<file path="config.mk">
export PLATFORM = sky130hd
export DESIGN_NAME = wad_desc_store
export DESIGN_NICKNAME = d
export VERILOG_FILES = /design/src/verilog/wad_pkg.sv /design/src/verilog/wad_byte_reg.sv /design/src/verilog/wad_desc_store.sv
export SDC_FILE = /design/constraint.sdc
export NUM_CORES = 1
export LEC_CHECK = 0
export BUFFER_PORTS_ARGS = -buffer_cell sky130_fd_sc_hd__clkbuf_2
export CAP_MARGIN = 20
export CORE_ASPECT_RATIO = 1.25
export CORE_MARGIN = 2
export CORE_UTILIZATION = 45
export DETAILED_ROUTE_END_ITERATION = 8
export PLACE_DENSITY = 0.77
export SYNTH_ARGS = -nofsm -noshare
export SYNTH_HDL_FRONTEND = slang
export SYNTH_SLANG_ARGS = --single-unit
export TNS_END_PERCENT = 10
</file>
<file path="constraint.sdc">
create_clock -name core_clk -period 2.1 [get_ports core_clk]
set_clock_uncertainty 0.05 [all_clocks]
set_input_delay 0.42 -clock core_clk [delete_from_list [all_inputs] [get_ports core_clk]]
set_output_delay 0.42 -clock core_clk [all_outputs]
set_load 0.02 [all_outputs]
</file>
<file path="src/verilog/wad_pkg.sv">
// constants, field layouts and carrier types of the wire adapter descriptor store
package wad_pkg;

    // ------------------------------------------------------------
    // companion descriptor (isochronous streaming in endpoint)
    // ------------------------------------------------------------
    localparam logic [4:0]  WAD_COMP_LEN_BYTES      = 5'h0a;
    localparam logic [7:0]  WAD_COMP_LENGTH         = 8'h0a;
    localparam logic [7:0]  WAD_COMP_TYPE           = 8'h11;
    localparam logic [7:0]  WAD_COMP_MAX_BURST      = 8'h01;
    localparam logic [7:0]  WAD_COMP_MAX_SEQ        = 8'h10;
    localparam logic [7:0]  WAD_COMP_MAX_SEQ_MIN    = 8'h02;
    localparam logic [7:0]  WAD_COMP_MAX_SEQ_MAX    = 8'h20;
    localparam logic [15:0] WAD_COMP_STREAM_DELAY   = 16'h0010;
    localparam logic [15:0] WAD_COMP_RADIO_PKT      = 16'h0400;
    localparam logic [7:0]  WAD_COMP_RADIO_INTERVAL = 8'h00;
    localparam logic [7:0]  WAD_COMP_ATTRIBUTES     = 8'h02;

    localparam logic [4:0]  WAD_COFF_LENGTH   = 5'h00;
    localparam logic [4:0]  WAD_COFF_TYPE     = 5'h01;
    localparam logic [4:0]  WAD_COFF_BURST    = 5'h02;
    localparam logic [4:0]  WAD_COFF_SEQ      = 5'h03;
    localparam logic [4:0]  WAD_COFF_DELAY_LO = 5'h04;
    localparam logic [4:0]  WAD_COFF_DELAY_HI = 5'h05;
    localparam logic [4:0]  WAD_COFF_PKT_LO   = 5'h06;
    localparam logic [4:0]  WAD_COFF_PKT_HI   = 5'h07;
    localparam logic [4:0]  WAD_COFF_INTERVAL = 5'h08;
    localparam logic [4:0]  WAD_COFF_ATTR     = 5'h09;

    // ------------------------------------------------------------
    // remote pipe descriptor
    // ------------------------------------------------------------
    localparam logic [4:0]  WAD_PIPE_LEN_BYTES  = 5'h1c;
    localparam logic [7:0]  WAD_PIPE_LENGTH     = 8'h1c;
    localparam logic [7:0]  WAD_PIPE_TYPE       = 8'h22;
    localparam logic [15:0] WAD_PIPE_INDEX      = 16'h0000;
    localparam logic [15:0] WAD_PIPE_REQ_COUNT  = 16'h0004;

    localparam logic [4:0]  WAD_POFF_LENGTH   = 5'h00;
    localparam logic [4:0]  WAD_POFF_TYPE     = 5'h01;
    localparam logic [4:0]  WAD_POFF_INDEX_LO = 5'h02;
    localparam logic [4:0]  WAD_POFF_INDEX_HI = 5'h03;
    localparam logic [4:0]  WAD_POFF_REQ_LO   = 5'h04;
    localparam logic [4:0]  WAD_POFF_REQ_HI   = 5'h05;
    localparam logic [4:0]  WAD_POFF_BLK_LO   = 5'h06;
    localparam logic [4:0]  WAD_POFF_BLK_HI   = 5'h07;
    localparam logic [4:0]  WAD_POFF_MPS_LO   = 5'h08;
    localparam logic [4:0]  WAD_POFF_MPS_HI   = 5'h09;
    localparam logic [4:0]  WAD_POFF_HUB_ADDR = 5'h0a;
    localparam logic [4:0]  WAD_POFF_HUB_PORT = 5'h0b;
    localparam logic [4:0]  WAD_POFF_SPEED    = 5'h0c;

    // writable byte slots held in the byte register array
    localparam int WAD_NSLOT      = 7;
    localparam int WAD_SLOT_BLKLO = 0;
    localparam int WAD_SLOT_BLKHI = 1;
    localparam int WAD_SLOT_MPSLO = 2;
    localparam int WAD_SLOT_MPSHI = 3;
    localparam int WAD_SLOT_HUBA  = 4;
    localparam int WAD_SLOT_HUBP  = 5;
    localparam int WAD_SLOT_SPEED = 6;
    localparam logic [7:0] WAD_SLOT_RST = 8'h00;

    typedef enum logic [1:0] {
        WAD_SPEED_FULL = 2'b00,
        WAD_SPEED_LOW  = 2'b01,
        WAD_SPEED_HIGH = 2'b10,
        WAD_SPEED_RSVD = 2'b11
    } wad_speed_t;

    // ------------------------------------------------------------
    // carriers
    // ------------------------------------------------------------
    typedef struct packed {
        logic       valid;
        logic       write;
        logic       pipe_sel;
        logic [4:0] offset;
        logic [7:0] wdata;
    } wad_req_t;

    typedef struct packed {
        logic       valid;
        logic       err;
        logic [7:0] rdata;
    } wad_rsp_t;

    typedef struct packed {
        logic [15:0] buffer_blocks;
        logic [15:0] max_packet;
        logic [7:0]  hub_address;
        logic [7:0]  hub_port;
        logic [7:0]  speed;
    } wad_pipe_cfg_t;

endpackage : wad_pkg

</file>
<file path="src/verilog/wad_byte_reg.sv">
// one writable byte of descriptor storage with a fixed reset value
`timescale 1ns/100ps
module wad_byte_reg
    import wad_pkg::*;
#(
    parameter logic [7:0] RST_VAL = 8'h00
) (
    input  wire logic       core_clk,
    input  wire logic       reset_n,
    input  wire logic       wr_en,
    input  wire logic [7:0] wr_data,
    output logic      [7:0] q
);

    logic [7:0] q_r;
    logic [7:0] q_nxt;

    always_comb begin
        q_nxt = q_r;
        if (wr_en) begin
            q_nxt = wr_data;
        end
    end

    always_ff @(posedge core_clk or negedge reset_n) begin
        if (!reset_n) begin
            q_r <= RST_VAL;
        end else begin
            q_r <= q_nxt;
        end
    end

    assign q = q_r;

endmodule : wad_byte_reg

</file>
<file path="src/verilog/wad_desc_store.sv">
// descriptor store: streaming in companion descriptor and one remote pipe descriptor
//
// Function
// - companion descriptor reads length ten and wireless companion type seventeen
// - companion maximum burst sequence reads only values from two to thirty-two
// - companion radio packet size gives largest in packet sent over radio
// - companion radio poll interval reads zero: all intervals four to 255 accepted
// - companion attributes read 02h: continuously scalable dynamic switching supported
// - device reports only maximum stream delay; host driver picks actual delay
// - pipe descriptor is fetched alone by its own get request
// - pipe descriptor length reads 1ch and is read only
// - pipe descriptor type reads 22h and cannot be changed
// - pipe index is a read-only zero-based slot number
// - request count is read only: concurrent requests for this pipe
// - buffer block count may be set by host while it reads zero
// - nonzero buffer block count stays fixed; host writes ignored
// - pipe max packet size gives largest packet toward downstream device
// - speed code 00b selects full speed, twelve megabits
// - speed 01b low, 10b high; 11b reserved, never stored
`timescale 1ns/100ps
module wad_desc_store
    import wad_pkg::*;
(
    input  wire logic    core_clk,
    input  wire logic    reset_n,
    input  wire wad_req_t req,
    output wad_rsp_t      rsp,
    output wad_pipe_cfg_t pipe_cfg
);

    // ------------------------------------------------------------
    // writable byte slots
    // ------------------------------------------------------------
    logic [7:0] slot_q   [WAD_NSLOT];
    logic [7:0] slot_wd  [WAD_NSLOT];
    logic       slot_we  [WAD_NSLOT];

    genvar gi;
    generate
        for (gi = 0; gi < WAD_NSLOT; gi++) begin : g_slot
            wad_byte_reg #(
                .RST_VAL (WAD_SLOT_RST)
            ) u_slot (
                .core_clk (core_clk),
                .reset_n  (reset_n),
                .wr_en    (slot_we[gi]),
                .wr_data  (slot_wd[gi]),
                .q        (slot_q[gi])
            );
        end
    endgenerate

    logic [15:0] blocks;
    logic [15:0] max_packet;
    assign blocks     = {slot_q[WAD_SLOT_BLKHI], slot_q[WAD_SLOT_BLKLO]};
    assign max_packet = {slot_q[WAD_SLOT_MPSHI], slot_q[WAD_SLOT_MPSLO]};

    // ------------------------------------------------------------
    // write decode
    // ------------------------------------------------------------
    // the low byte of the block count is staged so the lock is judged once,
    // on the high byte; a byte-wise commit would lock after the first byte
    logic [7:0] blk_stage_r;
    logic [7:0] blk_stage_nxt;
    logic       wr_ignored;
    logic       pipe_wr;

    assign pipe_wr = req.valid && req.write && req.pipe_sel;

    always_comb begin
        blk_stage_nxt = blk_stage_r;
        wr_ignored    = 1'b0;
        for (int i = 0; i < WAD_NSLOT; i++) begin
            slot_we[i] = 1'b0;
            slot_wd[i] = req.wdata;
        end
        if (req.valid && req.write && !req.pipe_sel) begin
            wr_ignored = 1'b1;
        end else if (pipe_wr) begin
            unique case (req.offset)
                WAD_POFF_BLK_LO: begin
                    if (blocks == 16'h0000) begin
                        blk_stage_nxt = req.wdata;
                    end else begin
                        wr_ignored = 1'b1;
                    end
                end
                WAD_POFF_BLK_HI: begin
                    if (blocks == 16'h0000) begin
                        slot_we[WAD_SLOT_BLKLO] = 1'b1;
                        slot_wd[WAD_SLOT_BLKLO] = blk_stage_r;
                        slot_we[WAD_SLOT_BLKHI] = 1'b1;
                    end else begin
                        wr_ignored = 1'b1;
                    end
                end
                WAD_POFF_MPS_LO:   slot_we[WAD_SLOT_MPSLO] = 1'b1;
                WAD_POFF_MPS_HI:   slot_we[WAD_SLOT_MPSHI] = 1'b1;
                WAD_POFF_HUB_ADDR: slot_we[WAD_SLOT_HUBA]  = 1'b1;
                WAD_POFF_HUB_PORT: slot_we[WAD_SLOT_HUBP]  = 1'b1;
                WAD_POFF_SPEED: begin
                    // only full, low and high codes are stored
                    if (req.wdata <= {6'h00, WAD_SPEED_HIGH}) begin
                        slot_we[WAD_SLOT_SPEED] = 1'b1;
                    end else begin
                        wr_ignored = 1'b1;
                    end
                end
                default: wr_ignored = 1'b1;
            endcase
        end
    end

    always_ff @(posedge core_clk or negedge reset_n) begin
        if (!reset_n) begin
            blk_stage_r <= 8'h00;
        end else begin
            blk_stage_r <= blk_stage_nxt;
        end
    end

    // ------------------------------------------------------------
    // read mux, little endian
    // ------------------------------------------------------------
    logic [7:0] comp_byte;
    logic [7:0] pipe_byte;

    always_comb begin
        unique case (req.offset)
            WAD_COFF_LENGTH:   comp_byte = WAD_COMP_LENGTH;
            WAD_COFF_TYPE:     comp_byte = WAD_COMP_TYPE;
            WAD_COFF_BURST:    comp_byte = WAD_COMP_MAX_BURST;
            WAD_COFF_SEQ:      comp_byte = WAD_COMP_MAX_SEQ;
            WAD_COFF_DELAY_LO: comp_byte = WAD_COMP_STREAM_DELAY[7:0];
            WAD_COFF_DELAY_HI: comp_byte = WAD_COMP_STREAM_DELAY[15:8];
            WAD_COFF_PKT_LO:   comp_byte = WAD_COMP_RADIO_PKT[7:0];
            WAD_COFF_PKT_HI:   comp_byte = WAD_COMP_RADIO_PKT[15:8];
            WAD_COFF_INTERVAL: comp_byte = WAD_COMP_RADIO_INTERVAL;
            WAD_COFF_ATTR:     comp_byte = WAD_COMP_ATTRIBUTES;
            default:           comp_byte = 8'h00;
        endcase
    end

    always_comb begin
        unique case (req.offset)
            WAD_POFF_LENGTH:   pipe_byte = WAD_PIPE_LENGTH;
            WAD_POFF_TYPE:     pipe_byte = WAD_PIPE_TYPE;
            WAD_POFF_INDEX_LO: pipe_byte = WAD_PIPE_INDEX[7:0];
            WAD_POFF_INDEX_HI: pipe_byte = WAD_PIPE_INDEX[15:8];
            WAD_POFF_REQ_LO:   pipe_byte = WAD_PIPE_REQ_COUNT[7:0];
            WAD_POFF_REQ_HI:   pipe_byte = WAD_PIPE_REQ_COUNT[15:8];
            WAD_POFF_BLK_LO:   pipe_byte = blocks[7:0];
            WAD_POFF_BLK_HI:   pipe_byte = blocks[15:8];
            WAD_POFF_MPS_LO:   pipe_byte = max_packet[7:0];
            WAD_POFF_MPS_HI:   pipe_byte = max_packet[15:8];
            WAD_POFF_HUB_ADDR: pipe_byte = slot_q[WAD_SLOT_HUBA];
            WAD_POFF_HUB_PORT: pipe_byte = slot_q[WAD_SLOT_HUBP];
            WAD_POFF_SPEED:    pipe_byte = slot_q[WAD_SLOT_SPEED];
            // fields beyond speed belong to logic outside this store
            default:           pipe_byte = 8'h00;
        endcase
    end

    // ------------------------------------------------------------
    // answer register
    // ------------------------------------------------------------
    // each descriptor is its own selection; the pipe descriptor never
    // rides along with the companion bytes
    wad_rsp_t rsp_r;
    wad_rsp_t rsp_nxt;

    always_comb begin
        rsp_nxt = '0;
        if (req.valid) begin
            rsp_nxt.valid = 1'b1;
            if (req.pipe_sel) begin
                if (req.offset >= WAD_PIPE_LEN_BYTES) begin
                    rsp_nxt.err = 1'b1;
                end else begin
                    rsp_nxt.rdata = pipe_byte;
                    rsp_nxt.err   = wr_ignored;
                end
            end else begin
                if (req.offset >= WAD_COMP_LEN_BYTES) begin
                    rsp_nxt.err = 1'b1;
                end else begin
                    rsp_nxt.rdata = comp_byte;
                    rsp_nxt.err   = wr_ignored;
                end
            end
        end
    end

    always_ff @(posedge core_clk or negedge reset_n) begin
        if (!reset_n) begin
            rsp_r <= '0;
        end else begin
            rsp_r <= rsp_nxt;
        end
    end

    assign rsp = rsp_r;

    assign pipe_cfg.buffer_blocks = blocks;
    assign pipe_cfg.max_packet    = max_packet;
    assign pipe_cfg.hub_address   = slot_q[WAD_SLOT_HUBA];
    assign pipe_cfg.hub_port      = slot_q[WAD_SLOT_HUBP];
    assign pipe_cfg.speed         = slot_q[WAD_SLOT_SPEED];

    logic comp_rd;
    logic pipe_rd;
    assign comp_rd = req.valid && !req.write && !req.pipe_sel;
    assign pipe_rd = req.valid && !req.write && req.pipe_sel;
endmodule : wad_desc_store

</file>
==> out/results.tsv, run 1 <==
metric	value	unit
status	finished, final reports clean	
powerDensity	735	nW/um^2
wirelength	10.3	mm
p_sw_share	27.6	%
drive_above_1_share	44.0	%
place_inst	493	
fp-row-count	35	
cts_max_path_buffers	2	
avgSynthCellArea	12.4	sq um
cp.required	2.28	ns
antenna_found_initial	0	
portBuffers	83	
drt-met1-wl	4.16	mm
synth_ff_type	dfrtp_1	
synthArstFlopShare	100	%
grt_max_degree	34	
maxCapViolations	0	
numCtsBuffers	9	
post_drt_wl_per_cell	20.2	um
antenna_left	0	
max_slew_margin	68.1	%
min_from	req[15]	
combinationalPowerShare	15.4	%
fin_util	62.5	%
diodes	0	
synth-compound-area-share	15.4	%
p_leak	2.53	nW
path_delay_family	simple AND/OR/NAND/NOR gates	
postSynthCellCount	279	
hold_class	input pin to flop	
rsz0062_at_grt	yes	
worst-path-stages	5	
routed-wl-met3	545	um
clock-sinks	74	
yosysSeqAreaShare	53.6	%
chipHeight	102	um
path_cells	nor4_4 -> nand4_1 -> or3_4 -> nor2_4 -> mux2_1	
arrival	2.28	ns
reg2regPathDepth	5	
r2r-start	g_slot[0].u_slot.q[6]	
mostFrequentLayoutCell	clkbuf_2	
pin_count	84	
intPower	2.46	mW
nets	435	
synthSimpleGateAreaFrac	11.6	%
path_buf_inv	0	
finalCriticalPeriod	2.09	ns
critPathMaxStageDelay	0.42	ns
dr.pass1.iters	6	
core-area	7400	sq um
setup_violations	0	
via_per_inst	5.79	
seqPwrFrac	46.4	%
synth_xor_area_share	0	%
cts-root-buf	clkbuf_8	
htreeDepth	3	
drtIter0Drc	204	
crit_path_end_kind	flop	
clock_latency	0.36	ns
syn_area	3460	sq um
worst_pin_slew	0.476	ns
initial_core_util	46.7	%
synth.area.mux_share	15.6	%
routed.top_layer	met4	
reg2reg_slack	0.007	ns
grt_use_total	26.0	%
final_cell_mix	clkbuf_2 (82), dfrtp_1 (74), buf_4 (46)	
synth_top_family_by_area	multiplexers	
dp_hpwl	7.75	mm
fin_cells	510	
irDropWorstVdd	0.000532	V
critPathMaxFanout	8	
switchingPower	0.937	mW
cp-endpoint	blk_stage_r[4]	
routabilityCongestion	0.909	
dr_total_vias	2955	
synth_warnings	0	
area_growth	33.8	%
grt_pass1_wl	16.0	mm
synth_cell_types	51	
synth_fa_ha_area_share	1.45	%
drv_slew	0	
reg2reg_to	blk_stage_r[4]	
cts_tree	done	
clkTransAtPathRegs	0.08	ns
wl_met2	5.23	mm
finalHoldViolations	0	
syn-num-nets	301	
drc	0	
clkPwrFrac	38.1	%
die-area	8400	sq um
fmax	0.478	GHz
overflow	0	
critical_path_class	flop to flop	
fp.dieW	82.4	um
setup_tns	0	ns
slowest_stage	dfrtp_1	
startpoint	g_slot[0].u_slot.q[6]	
grt_pass1_vias	2970	
critPathLaunchType	flop	
period_share	99.7	%
post_cts_buffers	0	
synth-edff-count	0	
ys_ff_latch	74	
## state kept, by name, indices dropped and copies added, names as in the netlist
signal and flops:
g_slot.u_slot.q 56, rsp 10, blk_stage_r 8
## cell type report
class,instances,area [sq um]
inverter,6,22.5
clock buffer,11,151
fill,608,2780
sequential,74,1850
tap,92,115
timing repair buffer,134,851
clock inverter,5,85.1
multi-input combinational,188,1550
## worst register-to-register path: stages, from the launching register on
cell and delay [ns]:
dfrtp_1 0.42, nor4_4 0.32, nand4_1 0.18, or3_4 0.39, nor2_4 0.26, mux2_1 0.36
## Yosys cell counts, types with 6 or more instances
master,count,area (sq um)
a21o_1,18,135
mux2i_1,6,60.1
mux2_2,19,214
nand2_1,17,63.8
buf_2,8,40.0
dfrtp_1,74,1850
a22oi_1,6,45.0
o21ai_0,9,45.0
mux2_1,21,236
nor2b_1,6,37.5
nor2_1,11,41.3
a21oi_1,10,50.1
and2_1,9,56.3
## timing repair
item	CTS	global route
gates resized for setup	2	2
hold endpoints to repair	16	0
pin swaps	0	5
hold buffers	1	0
setup endpoints to repair	24	24
## power groups by stage
stage               clock network (mW)  registers [mW]  logic, mW
global placement                     0            1.60      0.512
global route                      1.36            1.59      0.563
detailed placement                   0            1.60      0.519
finish                            1.30            1.58      0.525
CTS                               1.30            1.58      0.525
floorplan                            0            1.68      0.166
## worst min path at each step
stage	to	slack (ns)	cells after the start
final	rsp[9]	0.19	1
after global routing	rsp[9]	0.20	1
after CTS	rsp[9]	0.18	1
after detailed placement	g_slot[5].u_slot.q[4]	0.34	1
after global placement	g_slot[5].u_slot.q[1]	0.33	1
after floorplan	blk_stage_r[0]	0.07	0
## stage by stage
step	instance area, sq um	setup slack [ns]	power [mW]	hold slack (ns)
after floorplan	3460	0.172	1.85	0.0744
after global routing	4620	-0.0733	3.51	0.196
after global placement	4350	-0.00602	2.11	0.334
after detailed placement	4350	-0.0818	2.12	0.342
after CTS	4610	0.00887	3.40	0.185
final	4620	0.00699	3.40	0.194
## cells by family after synthesis
group                      count (synthesis)
AOI/OAI and AO/OA                         70
adders and majority gates                  4
buffers and inverters                     17
DFF                                       74
muxes                                     48
and+or+nand+nor                           66
## per-layer routing
metal | GRT usage [%] | up-vias
li1 | - | 1304
met1 | 33.5 | 1488
met2 | 42.6 | 130
met3 | 5.65 | 33
met4 | 10.3 | 0
met5 | 0 | -
Note: power is estimated with default switching activity, not from simulation.
==> run 2, diff against run 1 <==
- PLACE_DENSITY: 0.77 -> 0.76
- SYNTH_HIERARCHICAL: default -> 1
==> run 2 against run 1 <==
Largest power group unchanged. Non-clock buffer count grew 19. Flip-flop and latch count is the same. The run now ends with setup timing left. First-iteration DRC count grew 27%. Design area grew 10%. Sequential power is essentially flat. Sequential share of layout area shrank 3.5 points. Synthesized cell count grew 5.0%. Total power grew 2.0%. Register-to-register slack lost 0.22 ns. Largest cell class is now multi-input combinational cells. Via count grew 6.8%. Setup slack lost 0.22 ns.
==> out/results.tsv, run 2 <==
metric	value	unit	change
finalWorstSetupSlack	-0.215	ns	-0.222 ns
antenna_left	0		unchanged
pin_count	84		unchanged
drc	0		unchanged
yosysSeqAreaShare	47.7	%	-5.9 points
yosysTopAreaCellShare	47.7	%	-5.9 points
htreeDepth	3		unchanged
chipHeight	108	um	+5.7%
p_leak	2.56	nW	+1.1%
critPathMaxFanout	14		+6
path_cells	nor4_4 -> nand4_1 -> or2_4 -> nor2_4 -> buf_12 -> mux2_1 -> mux2_4		
rsz0062_at_grt	yes		
synth-edff-count	0		unchanged
critPathLaunchType	flop		
wirelength	11.5	mm	+12%
max_slew_margin	66.8	%	-1.4 points
synth_warnings	6		+6
grt_use_total	25.3	%	-0.74 points
clock-sinks	74		unchanged
irDropWorstVdd	0.000350	V	-34%
die-area	9390	sq um	+12%
pre_cts_ws	-0.384	ns	-0.302 ns
reg2reg_slack	-0.22	ns	-0.22 ns
avgSynthCellArea	13.2	sq um	+6.9%
post-synth-top-count-cell	dfrtp_1		
diodes	0		unchanged
place_inst	522		+5.9%
synth_top_area_cell	dfrtp_1		
cp.required	2.29	ns	about the same
portBuffers	83		unchanged
fin_cells	540		+5.9%
postSynthCellCount	293		+5.0%
crit_path_end_kind	flop		
dp_hpwl	8.55	mm	+10%
setup_violations	24		+24
synthTopCellsByArea	dfrtp_1 (48%), mux2_4 (22%), mux2_1 (4.6%)		
critPathMaxStageDelay	0.41	ns	about the same
syn_area	3880	sq um	+12%
fp-row-count	37		+5.7%
largest_reg_flops	56		unchanged
clock_latency	0.35	ns	about the same
grt_pass1_vias	3221		+8.5%
drtIter0Drc	259		+27%
ys_ff_latch	74		unchanged
period_share	110	%	+11 points
finalHoldViolations	0		unchanged
core-area	8290	sq um	+12%
synthArstFlopShare	100	%	unchanged
syn-num-nets	315		+4.7%
synth_cell_types	49		-3.9%
mostFrequentLayoutCell	clkbuf_2		
cts_max_path_buffers	2		unchanged
antenna_found_initial	0		unchanged
initial_core_util	46.8	%	+0.13 points
cts_tree	done		
synth.top_cells.by_count	dfrtp_1 (74), mux2_4 (56), mux2_1 (16), nand2_1 (16), nor2_1 (14)		
grt_max_degree	56		+65%
routabilityCongestion	0.956		+5.2%
powerDensity	681	nW/um^2	-7.4%
drive_above_1_share	54.4	%	+10 points
dr_total_vias	3157		+6.8%
slowest_stage	dfrtp_1		
finalCriticalPeriod	2.32	ns	+0.222 ns
numCtsBuffers	9		unchanged
status	finished, violations left		
final_cell_mix	clkbuf_2 (82), dfrtp_1 (67), buf_4 (66)		
via_per_inst	5.85		+0.90%
arrival	2.51	ns	+0.23 ns
cts-root-buf	clkbuf_8		
nets	460		+5.7%
clkTransAtPathRegs	0.08	ns	about the same
area_growth	31.2	%	
fmax	0.432	GHz	-9.6%
worst_pin_slew	0.499	ns	+0.0225 ns
hold_class	input pin to flop		
post_drt_wl_per_cell	21.4	um	+5.6%
grt_pass1_wl	17.9	mm	+12%
drv_slew	0		unchanged
dr.pass1.iters	6		unchanged
fin_hold_ws	0.288	ns	+0.0945 ns
synth_ff_type	dfrtp_1		
maxCapViolations	0		unchanged
fp.dieW	87.1	um	+5.7%
critical_path_class	flop to flop		
violations	setup timing		
overflow	0		unchanged
-- run 2: cell count changes after synthesis, sizes merged, moves of 4 or more --
| cell | previous run | this run |
|---|---|---|
| nand2b | 5 | 1 |
| a21o | 18 | 2 |
| and2 | 9 | 5 |
| buf | 9 | 16 |
| mux2 | 42 | 72 |
| a22oi | 6 | 2 |
-- run 2: cell families after synthesis --
logic type | synth area share, %
AOI/OAI and AO/OA | 9.77
adders and majority gates | 1.29
buffers and inverters | 4.51
DFF | 47.7
muxes | 27.9
and+or+nand+nor | 8.84
-- run 2: per-layer routing --
metal / wire length (um) / GRT usage, % / up-vias
met5: 0 / 0 / -
met4: 524 / 13.5 / 0
met3: 682 / 5.60 / 44
met2: 5510 / 38.1 / 168
met1: 4830 / 33.8 / 1578
li1: - / - / 1367
-- run 2: cell type report --
cell class,instances,area (sq um)
fillers,648,3200
multi-input cells,192,1890
flip-flops and latches,74,1860
repair buffers,153,981
clock buffers,14,173
well taps,97,121
clock inverters,2,35.0
inverters,8,30.0
-- run 2: worst paths after layout --
check | cells after the start | endpoint | startpoint
max in group asynchronous | 3 | g_slot[1].u_slot/q[4] | reset_n
min in group asynchronous | 2 | g_slot[2].u_slot/q[0] | reset_n
min | 2 | rsp[9] | req[15]
max reg2reg | 7 | g_slot[0].u_slot/q[1] | g_slot[1].u_slot/q[6]
min reg2reg | 1 | blk_stage_r[3] | blk_stage_r[3]
max | 7 | g_slot[0].u_slot/q[1] | g_slot[1].u_slot/q[6]
-- run 2: report_power, final --
part	internal [mW]	switching (mW)	leakage (nW)
clock network	0.646	0.526	0.107
registers	1.52	0.0860	1.00
logic	0.314	0.369	1.45
-- run 2: critical path, delay by kind of cell, from the launching register on --
kind | cells | cell delay, ns
simple gates | 4 | 0.98
mux | 2 | 0.61
flops | 1 | 0.41
buf+inv | 1 | 0.15
-- run 2: per-stage QoR --
| step | util (%) | instance area [sq um] | power [mW] | setup TNS, ns |
|---|---|---|---|---|
| 2_1_floorplan | - | 3890 | 1.96 | -0.151 |
| 3_3_place_gp | 58.3 | 4830 | 2.26 | -3.20 |
| 3_5_place_dp | 58.3 | 4830 | 2.29 | -8.65 |
| 4_1_cts | 61.3 | 5080 | 3.46 | -2.44 |
| 5_1_grt | 61.4 | 5090 | 3.58 | -3.07 |
| 6_report | 61.4 | 5090 | 3.47 | -2.57 |
-- run 2: what timing repair did --
item / in CTS / in global routing
setup buffers: 0 / 1
hold endpoints to repair: 19 / 0
pin swaps: 2 / 2
hold buffers: 1 / 0
endpoints found under the setup margin: 24 / 24
cloned: 0 / 0
resized for setup: 5 / 0
